==> src/rtl/sdis_pkg.sv <==
package sdis_pkg;

   // ***********************************************
   // Register map and reset values
   // ***********************************************
   localparam logic [3:0]  SDIS_ADDR_STATUS   = 4'h0;
   localparam logic [3:0]  SDIS_ADDR_MASK     = 4'h1;
   localparam logic [3:0]  SDIS_ADDR_IDENT    = 4'h2;
   localparam logic [3:0]  SDIS_ADDR_ENABLE   = 4'h3;
   localparam logic [3:0]  SDIS_ADDR_EN_ARM   = 4'h4;
   localparam logic [31:0] SDIS_RST_STATUS    = 32'h00000000;
   localparam logic [31:0] SDIS_RST_MASK      = 32'hFFFFFFFF;
   localparam logic [31:0] SDIS_RST_IDENT     = 32'h00000000;
   localparam logic [31:0] SDIS_RST_ENABLE    = 32'h00000000;

   // ***********************************************
   // Shared bit positions of the interrupt group
   // ***********************************************
   localparam int SDIS_BIT_AUDPWR_B = 29;
   localparam int SDIS_BIT_SIDEBAND_B = 25;
   localparam int SDIS_BIT_DIGATT_B = 21;
   localparam int SDIS_BIT_ANALOG  = 19;
   localparam int SDIS_BIT_SERBUS  = 17;
   // Bits that have a source attached; all others read zero
   localparam logic [31:0] SDIS_IMPL_BITS = 32'hEEEA0000;

   // Register bus request
   typedef struct packed {
      logic [3:0]  addr;
      logic [31:0] wdata;
      logic        wr;
      logic        rd;
   } sdis_bus_s;

   // Raw event sources, each vector is ports D,C,B in bits 2,1,0
   typedef struct packed {
      logic [2:0] audio_pwr_pulse;
      logic [2:0] sideband_done_pulse;
      logic [2:0] digital_attach_line;
      logic [2:0] digital_attach_enable;
      logic [2:0] digital_attach_detect;
      logic       analog_blue_detect;
      logic       analog_green_detect;
      logic       serial_bus_pulse;
   } sdis_src_s;

endpackage

==> src/rtl/sdis_irq.sv <==
// How it works
// - Reserved bits ignore writes, read zero
// - Read-only bits unaffected by writes
// - Sticky bits set by event, cleared writing one
// - Double-buffered enable: stage one, stage two
// - Enable transfer waits for arm register write
// - Outgoing interrupt is OR of identity bits
// - North side latches only rising edges
// - All four registers share bit positions
// - Bits 31..29 audio power pulses D,C,B
// - Bits 27..25 sideband done pulses D,C,B
// - Bits 23..21 attach level when enabled
// - Attach identity set on short/long detect
// - Bit 19 is blue OR green detect
// - Analog identity set on both edges
// - Bit 17 serial bus unmasked event pulse
// - Status is live state, resets zero
// - Mask one blocks identity, resets all ones
// - Identity queues one further occurrence
// - Enable gates only the outgoing interrupt
//
// Decided for this implementation: the strobed register port and the register addresses.
module sdis_irq
   import sdis_pkg::*;
(
   input  wire logic        i_sys_clk,
   input  wire logic        i_rst_n,
   input  wire logic [3:0]  i_addr,
   input  wire logic [31:0] i_wdata,
   input  wire logic        i_wr,
   input  wire logic        i_rd,
   output logic      [31:0] o_rdata,
   input  wire logic [2:0]  i_audio_pwr_pulse,
   input  wire logic [2:0]  i_sideband_done_pulse,
   input  wire logic [2:0]  i_digital_attach_line,
   input  wire logic [2:0]  i_digital_attach_enable,
   input  wire logic [2:0]  i_digital_attach_detect,
   input  wire logic        i_analog_blue_detect,
   input  wire logic        i_analog_green_detect,
   input  wire logic        i_serial_bus_pulse,
   output logic             o_south_irq,
   output logic             o_north_south_event
);

   // ***********************************************
   // State
   // ***********************************************
   typedef struct packed {
      logic [31:0] rdata;
      logic [31:0] status;
      logic [31:0] mask;
      logic [31:0] ident;
      logic [31:0] queued;
      logic [31:0] en_stage1;
      logic [31:0] en_stage2;
      logic        en_armed;
      logic [31:0] prev_status;
      logic        irq;
      logic        irq_prev;
      logic        north_event;
   } sdis_state_s;

   sdis_state_s state_ff;
   sdis_state_s nxt_state;
   sdis_bus_s   bus;
   sdis_src_s   src;

   // Pack ports into carriers
   assign bus = '{addr: i_addr, wdata: i_wdata, wr: i_wr, rd: i_rd};
   assign src = '{audio_pwr_pulse: i_audio_pwr_pulse, sideband_done_pulse: i_sideband_done_pulse,
                  digital_attach_line: i_digital_attach_line, digital_attach_enable: i_digital_attach_enable,
                  digital_attach_detect: i_digital_attach_detect, analog_blue_detect: i_analog_blue_detect,
                  analog_green_detect: i_analog_green_detect, serial_bus_pulse: i_serial_bus_pulse};

   // Register decode, used for writes; reads decode the address in a case
   function automatic logic hit(input sdis_bus_s b, input logic [3:0] a);
      hit = (b.addr == a);
   endfunction

   // ***********************************************
   // Live status and set requests
   // ***********************************************
   logic [31:0] live;
   logic [31:0] set_req;
   logic [31:0] clr_req;
   logic [31:0] masked_set;

   always_comb begin
      live    = '0;
      set_req = '0;
      live[SDIS_BIT_AUDPWR_B +: 3]   = src.audio_pwr_pulse;
      live[SDIS_BIT_SIDEBAND_B +: 3] = src.sideband_done_pulse;
      live[SDIS_BIT_DIGATT_B +: 3]   = src.digital_attach_line & src.digital_attach_enable;
      live[SDIS_BIT_ANALOG]          = src.analog_blue_detect | src.analog_green_detect;
      live[SDIS_BIT_SERBUS]          = src.serial_bus_pulse;
      // Pulses are taken as one request per high cycle
      set_req[SDIS_BIT_AUDPWR_B +: 3]   = src.audio_pwr_pulse;
      set_req[SDIS_BIT_SIDEBAND_B +: 3] = src.sideband_done_pulse;
      set_req[SDIS_BIT_DIGATT_B +: 3]   = src.digital_attach_detect;
      // Analog requests a set on either edge of combined detect
      set_req[SDIS_BIT_ANALOG] = live[SDIS_BIT_ANALOG] ^ state_ff.prev_status[SDIS_BIT_ANALOG];
      set_req[SDIS_BIT_SERBUS] = src.serial_bus_pulse;
   end

   // Unimplemented positions never set; mask blocks identity
   assign masked_set = set_req & ~state_ff.mask & SDIS_IMPL_BITS;
   assign clr_req    = (bus.wr && hit(bus, SDIS_ADDR_IDENT)) ? bus.wdata : 32'h00000000;

   // ***********************************************
   // Next-state logic
   // ***********************************************
   always_comb begin
      nxt_state        = state_ff;
      nxt_state.status = live & SDIS_IMPL_BITS;
      nxt_state.prev_status = live;
      // Sticky identity with one queued occurrence; clear pops the queue
      for (int i = 0; i < 32; i++) begin
         if (clr_req[i]) begin
            // Queued copy returns next cycle, so the line dips low
            nxt_state.ident[i]  = masked_set[i];
            nxt_state.queued[i] = state_ff.queued[i] & masked_set[i];
            if (state_ff.queued[i] && !masked_set[i]) begin
               nxt_state.queued[i] = 1'b0;
            end
         end else if (masked_set[i]) begin
            if (state_ff.ident[i]) begin
               nxt_state.queued[i] = 1'b1;
            end
            nxt_state.ident[i] = 1'b1;
         end
         // Pending queued occurrence re-raises after the dip
         if (!state_ff.ident[i] && state_ff.queued[i]) begin
            nxt_state.ident[i]  = 1'b1;
            nxt_state.queued[i] = masked_set[i];
         end
      end
      // Clear with a queued copy dips low; a new event wins over the dip
      for (int i = 0; i < 32; i++) begin
         if (clr_req[i] && state_ff.queued[i]) begin
            nxt_state.ident[i]  = masked_set[i];
            nxt_state.queued[i] = 1'b1;
         end
      end
      // Enable keeps only implemented bits; mask holds reserved bits at one
      if (bus.wr && hit(bus, SDIS_ADDR_MASK)) begin
         nxt_state.mask = bus.wdata | ~SDIS_IMPL_BITS;
      end
      if (bus.wr && hit(bus, SDIS_ADDR_ENABLE)) begin
         nxt_state.en_stage1 = bus.wdata & SDIS_IMPL_BITS;
         nxt_state.en_armed  = 1'b1;
      end
      // Second stage loads only when the arm register is written
      if (bus.wr && hit(bus, SDIS_ADDR_EN_ARM) && state_ff.en_armed) begin
         nxt_state.en_stage2 = state_ff.en_stage1;
         nxt_state.en_armed  = 1'b0;
      end
      // Enable only gates the outgoing line, never the identity
      nxt_state.irq         = |(nxt_state.ident & state_ff.en_stage2);
      nxt_state.irq_prev    = state_ff.irq;
      nxt_state.north_event = state_ff.irq & ~state_ff.irq_prev;
      // Read data, one cycle after the strobe, zero otherwise
      nxt_state.rdata = 32'h00000000;
      if (bus.rd) begin
         unique case (bus.addr)
            SDIS_ADDR_STATUS: nxt_state.rdata = state_ff.status;
            SDIS_ADDR_MASK:   nxt_state.rdata = state_ff.mask & SDIS_IMPL_BITS;
            SDIS_ADDR_IDENT:  nxt_state.rdata = state_ff.ident;
            SDIS_ADDR_ENABLE: nxt_state.rdata = state_ff.en_stage1;
            SDIS_ADDR_EN_ARM: nxt_state.rdata = {31'h00000000, state_ff.en_armed};
            default:          nxt_state.rdata = 32'h00000000;
         endcase
      end
   end

   // ***********************************************
   // State register
   // ***********************************************
   always_ff @(posedge i_sys_clk) begin
      if (!i_rst_n) begin
         state_ff <= '{rdata: 32'h00000000, status: SDIS_RST_STATUS, mask: SDIS_RST_MASK,
                       ident: SDIS_RST_IDENT, queued: 32'h00000000, en_stage1: SDIS_RST_ENABLE,
                       en_stage2: SDIS_RST_ENABLE, en_armed: 1'b0, prev_status: 32'h00000000,
                       irq: 1'b0, irq_prev: 1'b0, north_event: 1'b0};
      end else begin
         state_ff <= nxt_state;
      end
   end

   assign o_rdata             = state_ff.rdata;
   assign o_south_irq         = state_ff.irq;
   assign o_north_south_event = state_ff.north_event;

   // ***********************************************
   // Assertions
   // ***********************************************
   property p_mask_block;
      @(posedge i_sys_clk) disable iff (!i_rst_n)
      (state_ff.mask[SDIS_BIT_SERBUS] && !state_ff.ident[SDIS_BIT_SERBUS] && !state_ff.queued[SDIS_BIT_SERBUS])
      |=> !state_ff.ident[SDIS_BIT_SERBUS];
   endproperty
   a_mask_block: assert property (p_mask_block) else $error("masked source set identity");

   property p_set;
      @(posedge i_sys_clk) disable iff (!i_rst_n)
      (i_serial_bus_pulse && !state_ff.mask[SDIS_BIT_SERBUS]) |=> state_ff.ident[SDIS_BIT_SERBUS];
   endproperty
   a_set: assert property (p_set) else $error("unmasked pulse lost");

   property p_reserved;
      @(posedge i_sys_clk) disable iff (!i_rst_n)
      1'b1 |-> ((state_ff.ident | state_ff.status | state_ff.en_stage2) & ~SDIS_IMPL_BITS) == 32'h0;
   endproperty
   a_reserved: assert property (p_reserved) else $error("reserved bit set");

   property p_or;
      @(posedge i_sys_clk) disable iff (!i_rst_n)
      1'b1 |=> o_south_irq == |(state_ff.ident & $past(state_ff.en_stage2));
   endproperty
   a_or: assert property (p_or) else $error("interrupt not OR of identity");

   property p_edge;
      @(posedge i_sys_clk) disable iff (!i_rst_n)
      o_north_south_event |-> $past(o_south_irq) && !$past(o_south_irq, 2);
   endproperty
   a_edge: assert property (p_edge) else $error("north event without rising edge");

   property p_arm;
      @(posedge i_sys_clk) disable iff (!i_rst_n)
      !(i_wr && i_addr == SDIS_ADDR_EN_ARM) |=> $stable(state_ff.en_stage2);
   endproperty
   a_arm: assert property (p_arm) else $error("enable moved without arm");

   property p_status;
      @(posedge i_sys_clk) disable iff (!i_rst_n)
      1'b1 |=> state_ff.status[SDIS_BIT_ANALOG] == $past(i_analog_blue_detect | i_analog_green_detect);
   endproperty
   a_status: assert property (p_status) else $error("analog status wrong");

   property p_rd;
      @(posedge i_sys_clk) disable iff (!i_rst_n)
      !i_rd |=> o_rdata == 32'h0;
   endproperty
   a_rd: assert property (p_rd) else $error("read data outside read");

   // Source mapping, queue and gating checks
   property p_audio_status;
      @(posedge i_sys_clk) disable iff (!i_rst_n)
      1'b1 |=> state_ff.status[SDIS_BIT_AUDPWR_B +: 3] == $past(i_audio_pwr_pulse);
   endproperty
   a_audio_status: assert property (p_audio_status) else $error("audio power status misplaced");

   property p_sideband_status;
      @(posedge i_sys_clk) disable iff (!i_rst_n)
      1'b1 |=> state_ff.status[SDIS_BIT_SIDEBAND_B +: 3] == $past(i_sideband_done_pulse);
   endproperty
   a_sideband_status: assert property (p_sideband_status) else $error("sideband status misplaced");

   property p_attach_status;
      @(posedge i_sys_clk) disable iff (!i_rst_n)
      1'b1 |=> state_ff.status[SDIS_BIT_DIGATT_B +: 3] == $past(i_digital_attach_line & i_digital_attach_enable);
   endproperty
   a_attach_status: assert property (p_attach_status) else $error("attach status not gated");

   property p_attach_set;
      @(posedge i_sys_clk) disable iff (!i_rst_n)
      (i_digital_attach_detect[0] && !state_ff.mask[SDIS_BIT_DIGATT_B]) |=> state_ff.ident[SDIS_BIT_DIGATT_B];
   endproperty
   a_attach_set: assert property (p_attach_set) else $error("attach detect lost");

   property p_analog_edge;
      @(posedge i_sys_clk) disable iff (!i_rst_n)
      (!state_ff.mask[SDIS_BIT_ANALOG] && $changed(i_analog_blue_detect | i_analog_green_detect))
      |=> state_ff.ident[SDIS_BIT_ANALOG];
   endproperty
   a_analog_edge: assert property (p_analog_edge) else $error("analog edge lost");

   property p_stage;
      @(posedge i_sys_clk) disable iff (!i_rst_n)
      (i_wr && i_addr == SDIS_ADDR_ENABLE) |=> state_ff.en_stage1 == ($past(i_wdata) & SDIS_IMPL_BITS);
   endproperty
   a_stage: assert property (p_stage) else $error("enable write missed stage one");

   property p_rd_reserved;
      @(posedge i_sys_clk) disable iff (!i_rst_n)
      (i_rd && i_addr != SDIS_ADDR_EN_ARM) |=> (o_rdata & ~SDIS_IMPL_BITS) == 32'h00000000;
   endproperty
   a_rd_reserved: assert property (p_rd_reserved) else $error("reserved bit read back");

   property p_dip;
      @(posedge i_sys_clk) disable iff (!i_rst_n)
      (i_wr && i_addr == SDIS_ADDR_IDENT && i_wdata[SDIS_BIT_SERBUS] && state_ff.queued[SDIS_BIT_SERBUS]
       && !i_serial_bus_pulse) |=> !state_ff.ident[SDIS_BIT_SERBUS];
   endproperty
   a_dip: assert property (p_dip) else $error("queued clear did not dip");

   property p_reraise;
      @(posedge i_sys_clk) disable iff (!i_rst_n)
      (!state_ff.ident[SDIS_BIT_SERBUS] && state_ff.queued[SDIS_BIT_SERBUS]
       && !(i_wr && i_addr == SDIS_ADDR_IDENT && i_wdata[SDIS_BIT_SERBUS])) |=> state_ff.ident[SDIS_BIT_SERBUS];
   endproperty
   a_reraise: assert property (p_reraise) else $error("queued occurrence lost");

   property p_quiet;
      @(posedge i_sys_clk) disable iff (!i_rst_n)
      (state_ff.en_stage2 == 32'h00000000) |=> !o_south_irq;
   endproperty
   a_quiet: assert property (p_quiet) else $error("interrupt without enable");

   c_irq:    cover property (@(posedge i_sys_clk) disable iff (!i_rst_n) $rose(o_south_irq));
   c_queue:  cover property (@(posedge i_sys_clk) disable iff (!i_rst_n) |state_ff.queued);
   c_north:  cover property (@(posedge i_sys_clk) disable iff (!i_rst_n) o_north_south_event);
   c_dip:    cover property (@(posedge i_sys_clk) disable iff (!i_rst_n)
                             $fell(state_ff.ident[SDIS_BIT_SERBUS]) && state_ff.queued[SDIS_BIT_SERBUS]);
   c_arm:    cover property (@(posedge i_sys_clk) disable iff (!i_rst_n)
                             i_wr && i_addr == SDIS_ADDR_EN_ARM && state_ff.en_armed);

endmodule

==> config.mk <==
export PLATFORM = sky130hd
export DESIGN_NAME = sdis_irq
export DESIGN_NICKNAME = d
export VERILOG_FILES = /design/src/rtl/sdis_pkg.sv /design/src/rtl/sdis_irq.sv
export SDC_FILE = /design/constraint.sdc
export NUM_CORES = 1
export LEC_CHECK = 0
export ABC_AREA = 1
export BUFFER_PORTS_ARGS = -buffer_cell sky130_fd_sc_hd__buf_2
export CAP_MARGIN = 10
export CELL_PAD_IN_SITES_DETAIL_PLACEMENT = 1
export CELL_PAD_IN_SITES_GLOBAL_PLACEMENT = 2
export CORE_UTILIZATION = 35
export DETAILED_ROUTE_END_ITERATION = 10
export GPL_TIMING_DRIVEN = 0
export PLACE_DENSITY = 0.88
export SLEW_MARGIN = 40
export SYNTH_ARGS = -nofsm -noshare
export SYNTH_HDL_FRONTEND = slang
export SYNTH_SLANG_ARGS = --single-unit
export TNS_END_PERCENT = 50
==> constraint.sdc <==
create_clock -name i_sys_clk -period 3.2 [get_ports i_sys_clk]
set_clock_uncertainty 0.2 [all_clocks]
set_input_delay 0 -clock i_sys_clk [delete_from_list [all_inputs] [get_ports i_sys_clk]]
set_output_delay 0 -clock i_sys_clk [all_outputs]
set_load 0.01 [all_outputs]
==> results of run 1 <==
==> routing by layer <==
layer / wire length [um] / track usage / part of all wire
met1: 7750 / 0.264 / 0.43
met4: 321 / 0.0819 / 0.018
met5: 0 / 0 / 0
met2: 9320 / 0.440 / 0.52
met3: 655 / 0.0503 / 0.036
==> through the flow <==
stage	cell area [um2]	util	power (mW)	std cells
after detailed placement	6210	0.407	2.04	983
after floorplan	5490	-	1.94	681
after global routing	7540	0.494	4.40	1082
after CTS	7540	0.494	4.29	1082
final	7540	0.494	4.27	1082
after global placement	6210	0.407	2.03	983
==> kinds of logic (layout without fill, tap and decap cells) <==
| group | count (synthesis) | in the layout |
|---|---|---|
| compound gates | 146 | 146 |
| simple gates | 235 | 235 |
| flops | 144 | 144 |
| buf+inv | 156 | 346 |
==> final cells by class <==
type,count,share of cell area
buffer,63,0.0496
clock buffer,21,0.0624
tap,211,0.0350
inverter,93,0.0463
clock inverter,10,0.0242
multi-input combinational,381,0.249
sequential,144,0.382
timing repair buffer,159,0.151
==> sequential cells by signal, indices dropped and copies added (netlist names) <==
| register | flops |
|---|---|
| state_ff | 110 |
| o_rdata | 32 |
| o_north_south_event | 1 |
| o_south_irq | 1 |
==> cell usage in the layout (no fill, tap or decap), drive strengths merged, types with 3 or more instances in the layout <==
cell and count:
dfxtp 144, nor3 20, nand4 20, bufinv 5, a21oi 65, a311oi 12, inv 92, clkinvlp 3
clkbuf 39, dlygate4sd3 68, buf 136, o21ai 24, o211ai 32, nand3 7, clkinv 3, o22ai 11
nor2 40, nand2 137, or2 11
==> power by group through the flow <==
stage          logic, mW  clock network [mW]  registers, mW
2_1_floorplan     0.0828                   0           1.85
5_1_grt            0.263                2.32           1.82
4_1_cts            0.240                2.24           1.82
3_3_place_gp       0.178                   0           1.85
6_report           0.243                2.21           1.82
3_5_place_dp       0.182                   0           1.86
==> worst max-delay path by stage <==
stage / startpoint / end / cells past startpoint
after detailed placement: i_wr / o_south_irq / 11
final: i_addr[0] / o_south_irq / 14
after floorplan: state_ff[130] / o_south_irq / 9
after global routing: i_addr[0] / o_south_irq / 14
after global placement: i_wr / o_south_irq / 11
after CTS: i_addr[3] / o_south_irq / 14
==> tightest hold or removal path, cell delays in order <==
cell	delay (ns)
dlygate4sd3_1	0.52
buf_2	0.12
nand2_1	0.05
inv_1	0.04
==> timing repair <==
action | 4_1_cts | 5_1_grt
hold buffers | 68 | 0
hold endpoints to repair | 110 | 0
endpoints found under the setup margin | 0 | 0
==> summary.txt, run 1 <==
STA
  • Final hold vios: 0
  • Max frequency: 344 MHz
  • Shortest period the worst path allows: 2.90 ns
  • Final Slew Violations: 0
  • Worst-case hold slack: 0.114 ns
  • Final setup viols: 0
  • Worst Tran Pin Value: 0.747 ns
  • Slew headroom: 0.502
  • TNS Setup: 0 ns
  • RSZ-0062 raised after global routing: no
  • Final worst slack: 0.295 ns
  • Final worst-path cycle share: 0.908

Die
  • Core ar.: 15300 um2
  • Row count: 45
  • Die height: 127 um
  • Die X: 127 um
  • Die area: 16200 um2
  • Initial Util: 0.360
  • I/O pins: 92

Route
  • DRT antenna net count: 0
  • Vias per cell: 4.89
  • Post-route DRC: 0
  • Wirelength, routed: 18.0 mm
  • DR pass1 iterations: 6
  • Wirelength per Cell: 16.7 um
  • DRT iter0 DRCs: 233
  • Vias post-DR: 5288

Yosys
  • Most common cell in the netlist: dfxtp_1
  • EDFF count, synth: 0
  • Ys async rst share: 0
  • Synth Area in Simple Gates: 0.183
  • Syn Nets: 739
  • XOR/XNOR share of the synthesized area: 0
  • Post-Synth Adder-Cell Area: 0
  • Synth top area cells: dfxtp_1, nand2_1, inv_1
  • Largest family of logic cells by synthesized area: simple AND/OR/NAND/NOR gates
  • Netlist cell types: 23
  • Sequential share of the synthesized area: 0.525
  • Synth cell count leaders: dfxtp_1, nand2_1, inv_1
  • Yosys top cell area share: 0.525
  • Primary FF master, synth: dfxtp_1
  • Seq cells post-synth: 144
  • Cell type with the highest aggregate area in the netlist: dfxtp_1
  • Synth Area in Compound Gates: 0.159
  • Yosys warnings: 0
  • Multiplexer share of the synthesized area: 0
  • Synthesized area: 5490 um2
  • Syn avg cell area: 8.06 um2
  • Post-Syn Instances: 681

Pwr
  • Switching portion of total power: 0.215
  • P_int: 3.35 mW
  • P_sw: 0.920 mW
  • Power share of the sequential group: 0.425
  • Pleak: 3.40 nW
  • Clock power frac: 0.518
  • Cell area power density: 567 nW/um2
  • VDD IR max: 406 uV
  • Gate power share: 0.057

Global route
  • Antenna violations before repair: 0
  • Vias in the first global route: 5707
  • Total GRT Usage: 0.236
  • Global-route wire length before repair: 28.7 mm
  • Grt total ovfl: 0
  • Largest net degree at the start of global routing: 17

Worst setup path
  • Flop2flop setup slack: 0.98 ns
  • CP max stage delay: 0.70 ns
  • Worst R2R Start: state_ff[121]
  • Critical path required time: 3.33 ns
  • Setup CP Type: input port to register
  • Crit-path cells: dlygate4sd3_1 > buf_2 > inv_1 > nand2_1 > dlygate4sd3_1 > nor2_1 > dlygate4sd3_1 > nand4_1 > nand3_1 > nand2_1 > nor2_1 > nand3_1 > nand2_1 > inv_1
  • CP top delay family: buffers and inverters
  • Worst EP arrival: 3.04 ns
  • Critical Path Sink Type: register
  • Crit start category: input port
  • CP max FO: 6
  • CP bufs+invs: 6
  • Reg-to-reg endpoint: state_ff[121]
  • R2R depth: 5
  • Slowest-stage cell, CP: dlygate4sd3_1

CTS
  • # H-tree levels: 4
  • Clock transition at path regs: 0.06 ns
  • Clk_lat worst skew: 0.44 ns
  • Clk buf depth: 2
  • CTS resizes: 0
  • Setup bufs post-CTS: 0
  • Clock Tree Root: clkbuf_16
  • CTS sink count: 144
  • CTS tree: built
  • Clock buffer count from CTS: 17

Worst hold path
  • Hold Path Class: input port to register
  • Hold path cells: 4
  • Hold path start: i_audio_pwr_pulse[2]
  • Hold worst-path end: state_ff[34]

Placement
  • DP Wirelength: 11.6 mm
  • Port buffer count: 91
  • RD Place Congestion: 0.791
  • Place WS: 1.19 ns

Layout
  • Area delta synth->final: 37.4%
  • Ant diodes: 0
  • Fillers: 1823
  • FF/Latch Area: 2880 um2
  • NumNets Final: 917
  • Area of the multi-input gates: 1880 um2
  • Layout cells sized above 1: 0.207

Flow run
  • Max Cap Viol: 0

Run status
  • Status: completed
Note: power is estimated with default switching activity, not from simulation.
==> run 2: changes to the inputs <==
--- a/config.mk
+++ b/config.mk
@@ -10,6 +10,7 @@
 export CAP_MARGIN = 10
 export CELL_PAD_IN_SITES_DETAIL_PLACEMENT = 1
 export CELL_PAD_IN_SITES_GLOBAL_PLACEMENT = 2
+export CORE_MARGIN = 2
 export CORE_UTILIZATION = 35
 export DETAILED_ROUTE_END_ITERATION = 10
 export GPL_TIMING_DRIVEN = 0
==> constraint.sdc (replaced) <==
create_clock -name i_sys_clk -period 3.6 [get_ports i_sys_clk]
set_clock_uncertainty 0.2 [all_clocks]
set_input_delay 0 -clock i_sys_clk [delete_from_list [all_inputs] [get_ports i_sys_clk]]
set_output_delay 0 -clock i_sys_clk [all_outputs]
set_load 0.01 [all_outputs]
==> run 2 against run 1 <==
Via count fell by 1.7%. Global-route usage fell by 1.5 points. Power fell by 15%. Final area fell by 1.2%. Setup slack improved by 0.84 ns. Sequential cell count did not move. Wire length fell by 2.7%. Clock-buffer cell count rose by 1. Die area rose by 3.2%. Final cell count fell by 0.46%. First-iteration DRC count rose by 21%. Clock power fell by 18%. Largest power group unchanged.
==> summary.txt, run 2 (same netlist as run 1, synthesis figures left out) <==
Route
  • DR pass1 iterations: 4 (was 6)
  • M1 wire length: 7.39 mm (was 7.75 mm)
  • Wirelength, routed: 17.6 mm (was 18.0 mm)
  • Post-route DRC: 0 (unchanged)
  • Max Used Layer: met4 (unchanged)
  • DRT iter0 DRCs: 281 (was 233)
  • Vias per cell: 4.82 (was 4.89)
  • WL met3: 691 um (was 655 um)
  • Met2 Wirelength: 9.15 mm (was 9.32 mm)
  • Wirelength per Cell: 16.3 um (was 16.7 um)
  • DRT antenna net count: 0 (unchanged)
  • Vias post-DR: 5196 (was 5288)

Run status
  • Status: completed (unchanged)

CTS
  • Setup bufs post-CTS: 0 (unchanged)
  • # H-tree levels: 4 (unchanged)
  • CTS tree: built (unchanged)
  • CTS sink count: 144 (unchanged)
  • Clk buf depth: 2 (unchanged)
  • Clock transition at path regs: 0.06 ns (about the same)
  • Clock buffer count from CTS: 17 (unchanged)
  • Clock Tree Root: clkbuf_16 (unchanged)
  • CTS resizes: 0 (unchanged)
  • Clk_lat worst skew: 0.42 ns (was 0.44 ns)

STA
  • Worst Tran Pin Value: 0.815 ns (was 0.747 ns)
  • Final worst-path cycle share: 0.684
  • Shortest period the worst path allows: 2.46 ns
  • Final Slew Violations: 0 (unchanged)
  • TNS Setup: 0 ns (unchanged)
  • Slew headroom: 0.457 (was 0.502)
  • Final setup viols: 0 (unchanged)
  • RSZ-0062 raised after global routing: no (unchanged)
  • Final worst slack: 1.14 ns (was 0.295 ns)
  • Max frequency: 406 MHz
  • Final hold vios: 0 (unchanged)

Die
  • Row count: 45 (unchanged)
  • Die height: 129 um (was 127 um)
  • Die X: 129 um (was 127 um)
  • Core ar.: 15300 um2 (unchanged)
  • I/O pins: 92 (unchanged)
  • Die area: 16700 um2 (was 16200 um2)
  • Initial Util: 0.360 (unchanged)

Worst setup path
  • Crit start category: input port (unchanged)
  • CP max FO: 4 (was 6)
  • CP endpoint: o_south_irq (unchanged)
  • Critical Path Sink Type: register (unchanged)
  • Worst R2R Start: state_ff[123] (was state_ff[121])
  • Crit path launch: i_addr[3] (was i_addr[0])
  • Worst EP arrival: 2.58 ns (was 3.04 ns)
  • R2R depth: 4 (was 5)
  • Flop2flop setup slack: 1.90 ns (was 0.98 ns)
  • Critical path required time: 3.72 ns (was 3.33 ns)
  • Reg-to-reg endpoint: state_ff[123] (was state_ff[121])
  • Setup CP Type: input port to register (unchanged)

Global route
  • Largest net degree at the start of global routing: 17 (unchanged)
  • Vias in the first global route: 5649 (was 5707)
  • Global-route wire length before repair: 28.2 mm (was 28.7 mm)
  • Grt total ovfl: 0 (unchanged)
  • Total GRT Usage: 0.221 (was 0.236)
  • Antenna violations before repair: 0 (unchanged)

Placement
  • Place WS: 1.64 ns (was 1.19 ns)
  • DP Wirelength: 11.8 mm (was 11.6 mm)
  • RD Place Congestion: 0.800 (was 0.791)
  • Total placed instance area: 6210 um2 (unchanged)
  • Port buffer count: 91 (unchanged)

Pwr
  • Cell area power density: 489 nW/um2 (was 567 nW/um2)
  • Final Power: 3.64 mW (was 4.27 mW)
  • VDD IR max: 347 uV (was 406 uV)
  • Pleak: 3.36 nW (was 3.40 nW)

Layout
  • Layout cells sized above 1: 0.208 (was 0.207)
  • Area delta synth->final: 35.8% (was 37.4%)
  • FF/Latch Area: 2880 um2 (unchanged)
  • Fillers: 1825 (was 1823)
  • Final instance area: 7450 um2 (was 7540 um2)
  • Most common cell after layout, fill and taps aside: dfxtp_1 (unchanged)
  • Area of the multi-input gates: 1880 um2 (unchanged)
  • Ant diodes: 0 (unchanged)
  • Post-layout util: 0.488 (was 0.494)
  • Reg with most FFs: state_ff (unchanged)
  • Max FFs per register: 110 (unchanged)
  • Most frequent cells in the layout: dfxtp_1, nand2_1, buf_2 (unchanged)
  • NumNets Final: 912 (was 917)

Flow run
  • Max Cap Viol: 0 (unchanged)

Worst hold path
  • Hold Path Class: input port to register (unchanged)
==> run 2: routing by layer <==
layer / GRT usage / vias up
met5: 0 / -
met4: 0.0895 / 0
met3: 0.0446 / 25
met2: 0.404 / 133
met1: 0.251 / 2498
li1: - / 2540
==> run 2: layout make-up <==
class | count | share of cell area
Sequential cell | 144 | 0.387
Multi-Input combinational cell | 381 | 0.252
Timing Repair Buffer | 154 | 0.146
Clock buffer | 22 | 0.0650
Buffer | 63 | 0.0502
Inverter | 93 | 0.0468
Tap cell | 211 | 0.0354
Clock inverter | 9 | 0.0176
==> run 2: critical path, stage by stage <==
cell and delay (ns):
dlygate4sd3_1 0.53, buf_2 0.15, nor2_2 0.22, dlygate4sd3_1 0.68, nand4_1 0.19, nand2_1 0.15, nand2_1 0.06, nand2_1 0.07
nand2_1 0.05, nor2_1 0.17, nand3_1 0.17, nand2_1 0.09, inv_1 0.05
==> run 2: timing repair <==
item                                    in CTS  in global routing
hold buffers                                63                  0
endpoints found under the hold margin      105                  0
endpoints found under the setup margin       0                  0
==> run 2: through the flow <==
| stage | instances | hold WS [ns] |
|---|---|---|
| after floorplan | 681 | -0.107 |
| after global placement | 983 | 0.0154 |
| after detailed placement | 983 | 0.0236 |
| after CTS | 1077 | 0.119 |
| after global routing | 1077 | 0.144 |
| final | 1077 | 0.132 |
==> run 2: worst min path at each step <==
stage | from | end | slack [ns] | depth (start not counted)
final | i_serial_bus_pulse | state_ff[20] | 0.13 | 4
after global routing | i_serial_bus_pulse | state_ff[20] | 0.14 | 4
after CTS | i_sideband_done_pulse[0] | state_ff[28] | 0.12 | 4
after detailed placement | i_digital_attach_enable[1] | state_ff[25] | 0.02 | 3
after global placement | i_digital_attach_enable[1] | state_ff[25] | 0.02 | 3
after floorplan | i_serial_bus_pulse | state_ff[20] | -0.11 | 2
==> run 2: power by group <==
group	switching (mW)	leakage, nW	internal [mW]
Clock	0.659	0.294	1.16
Combinational	0.121	1.90	0.0915
Sequential	0.00519	1.16	1.61
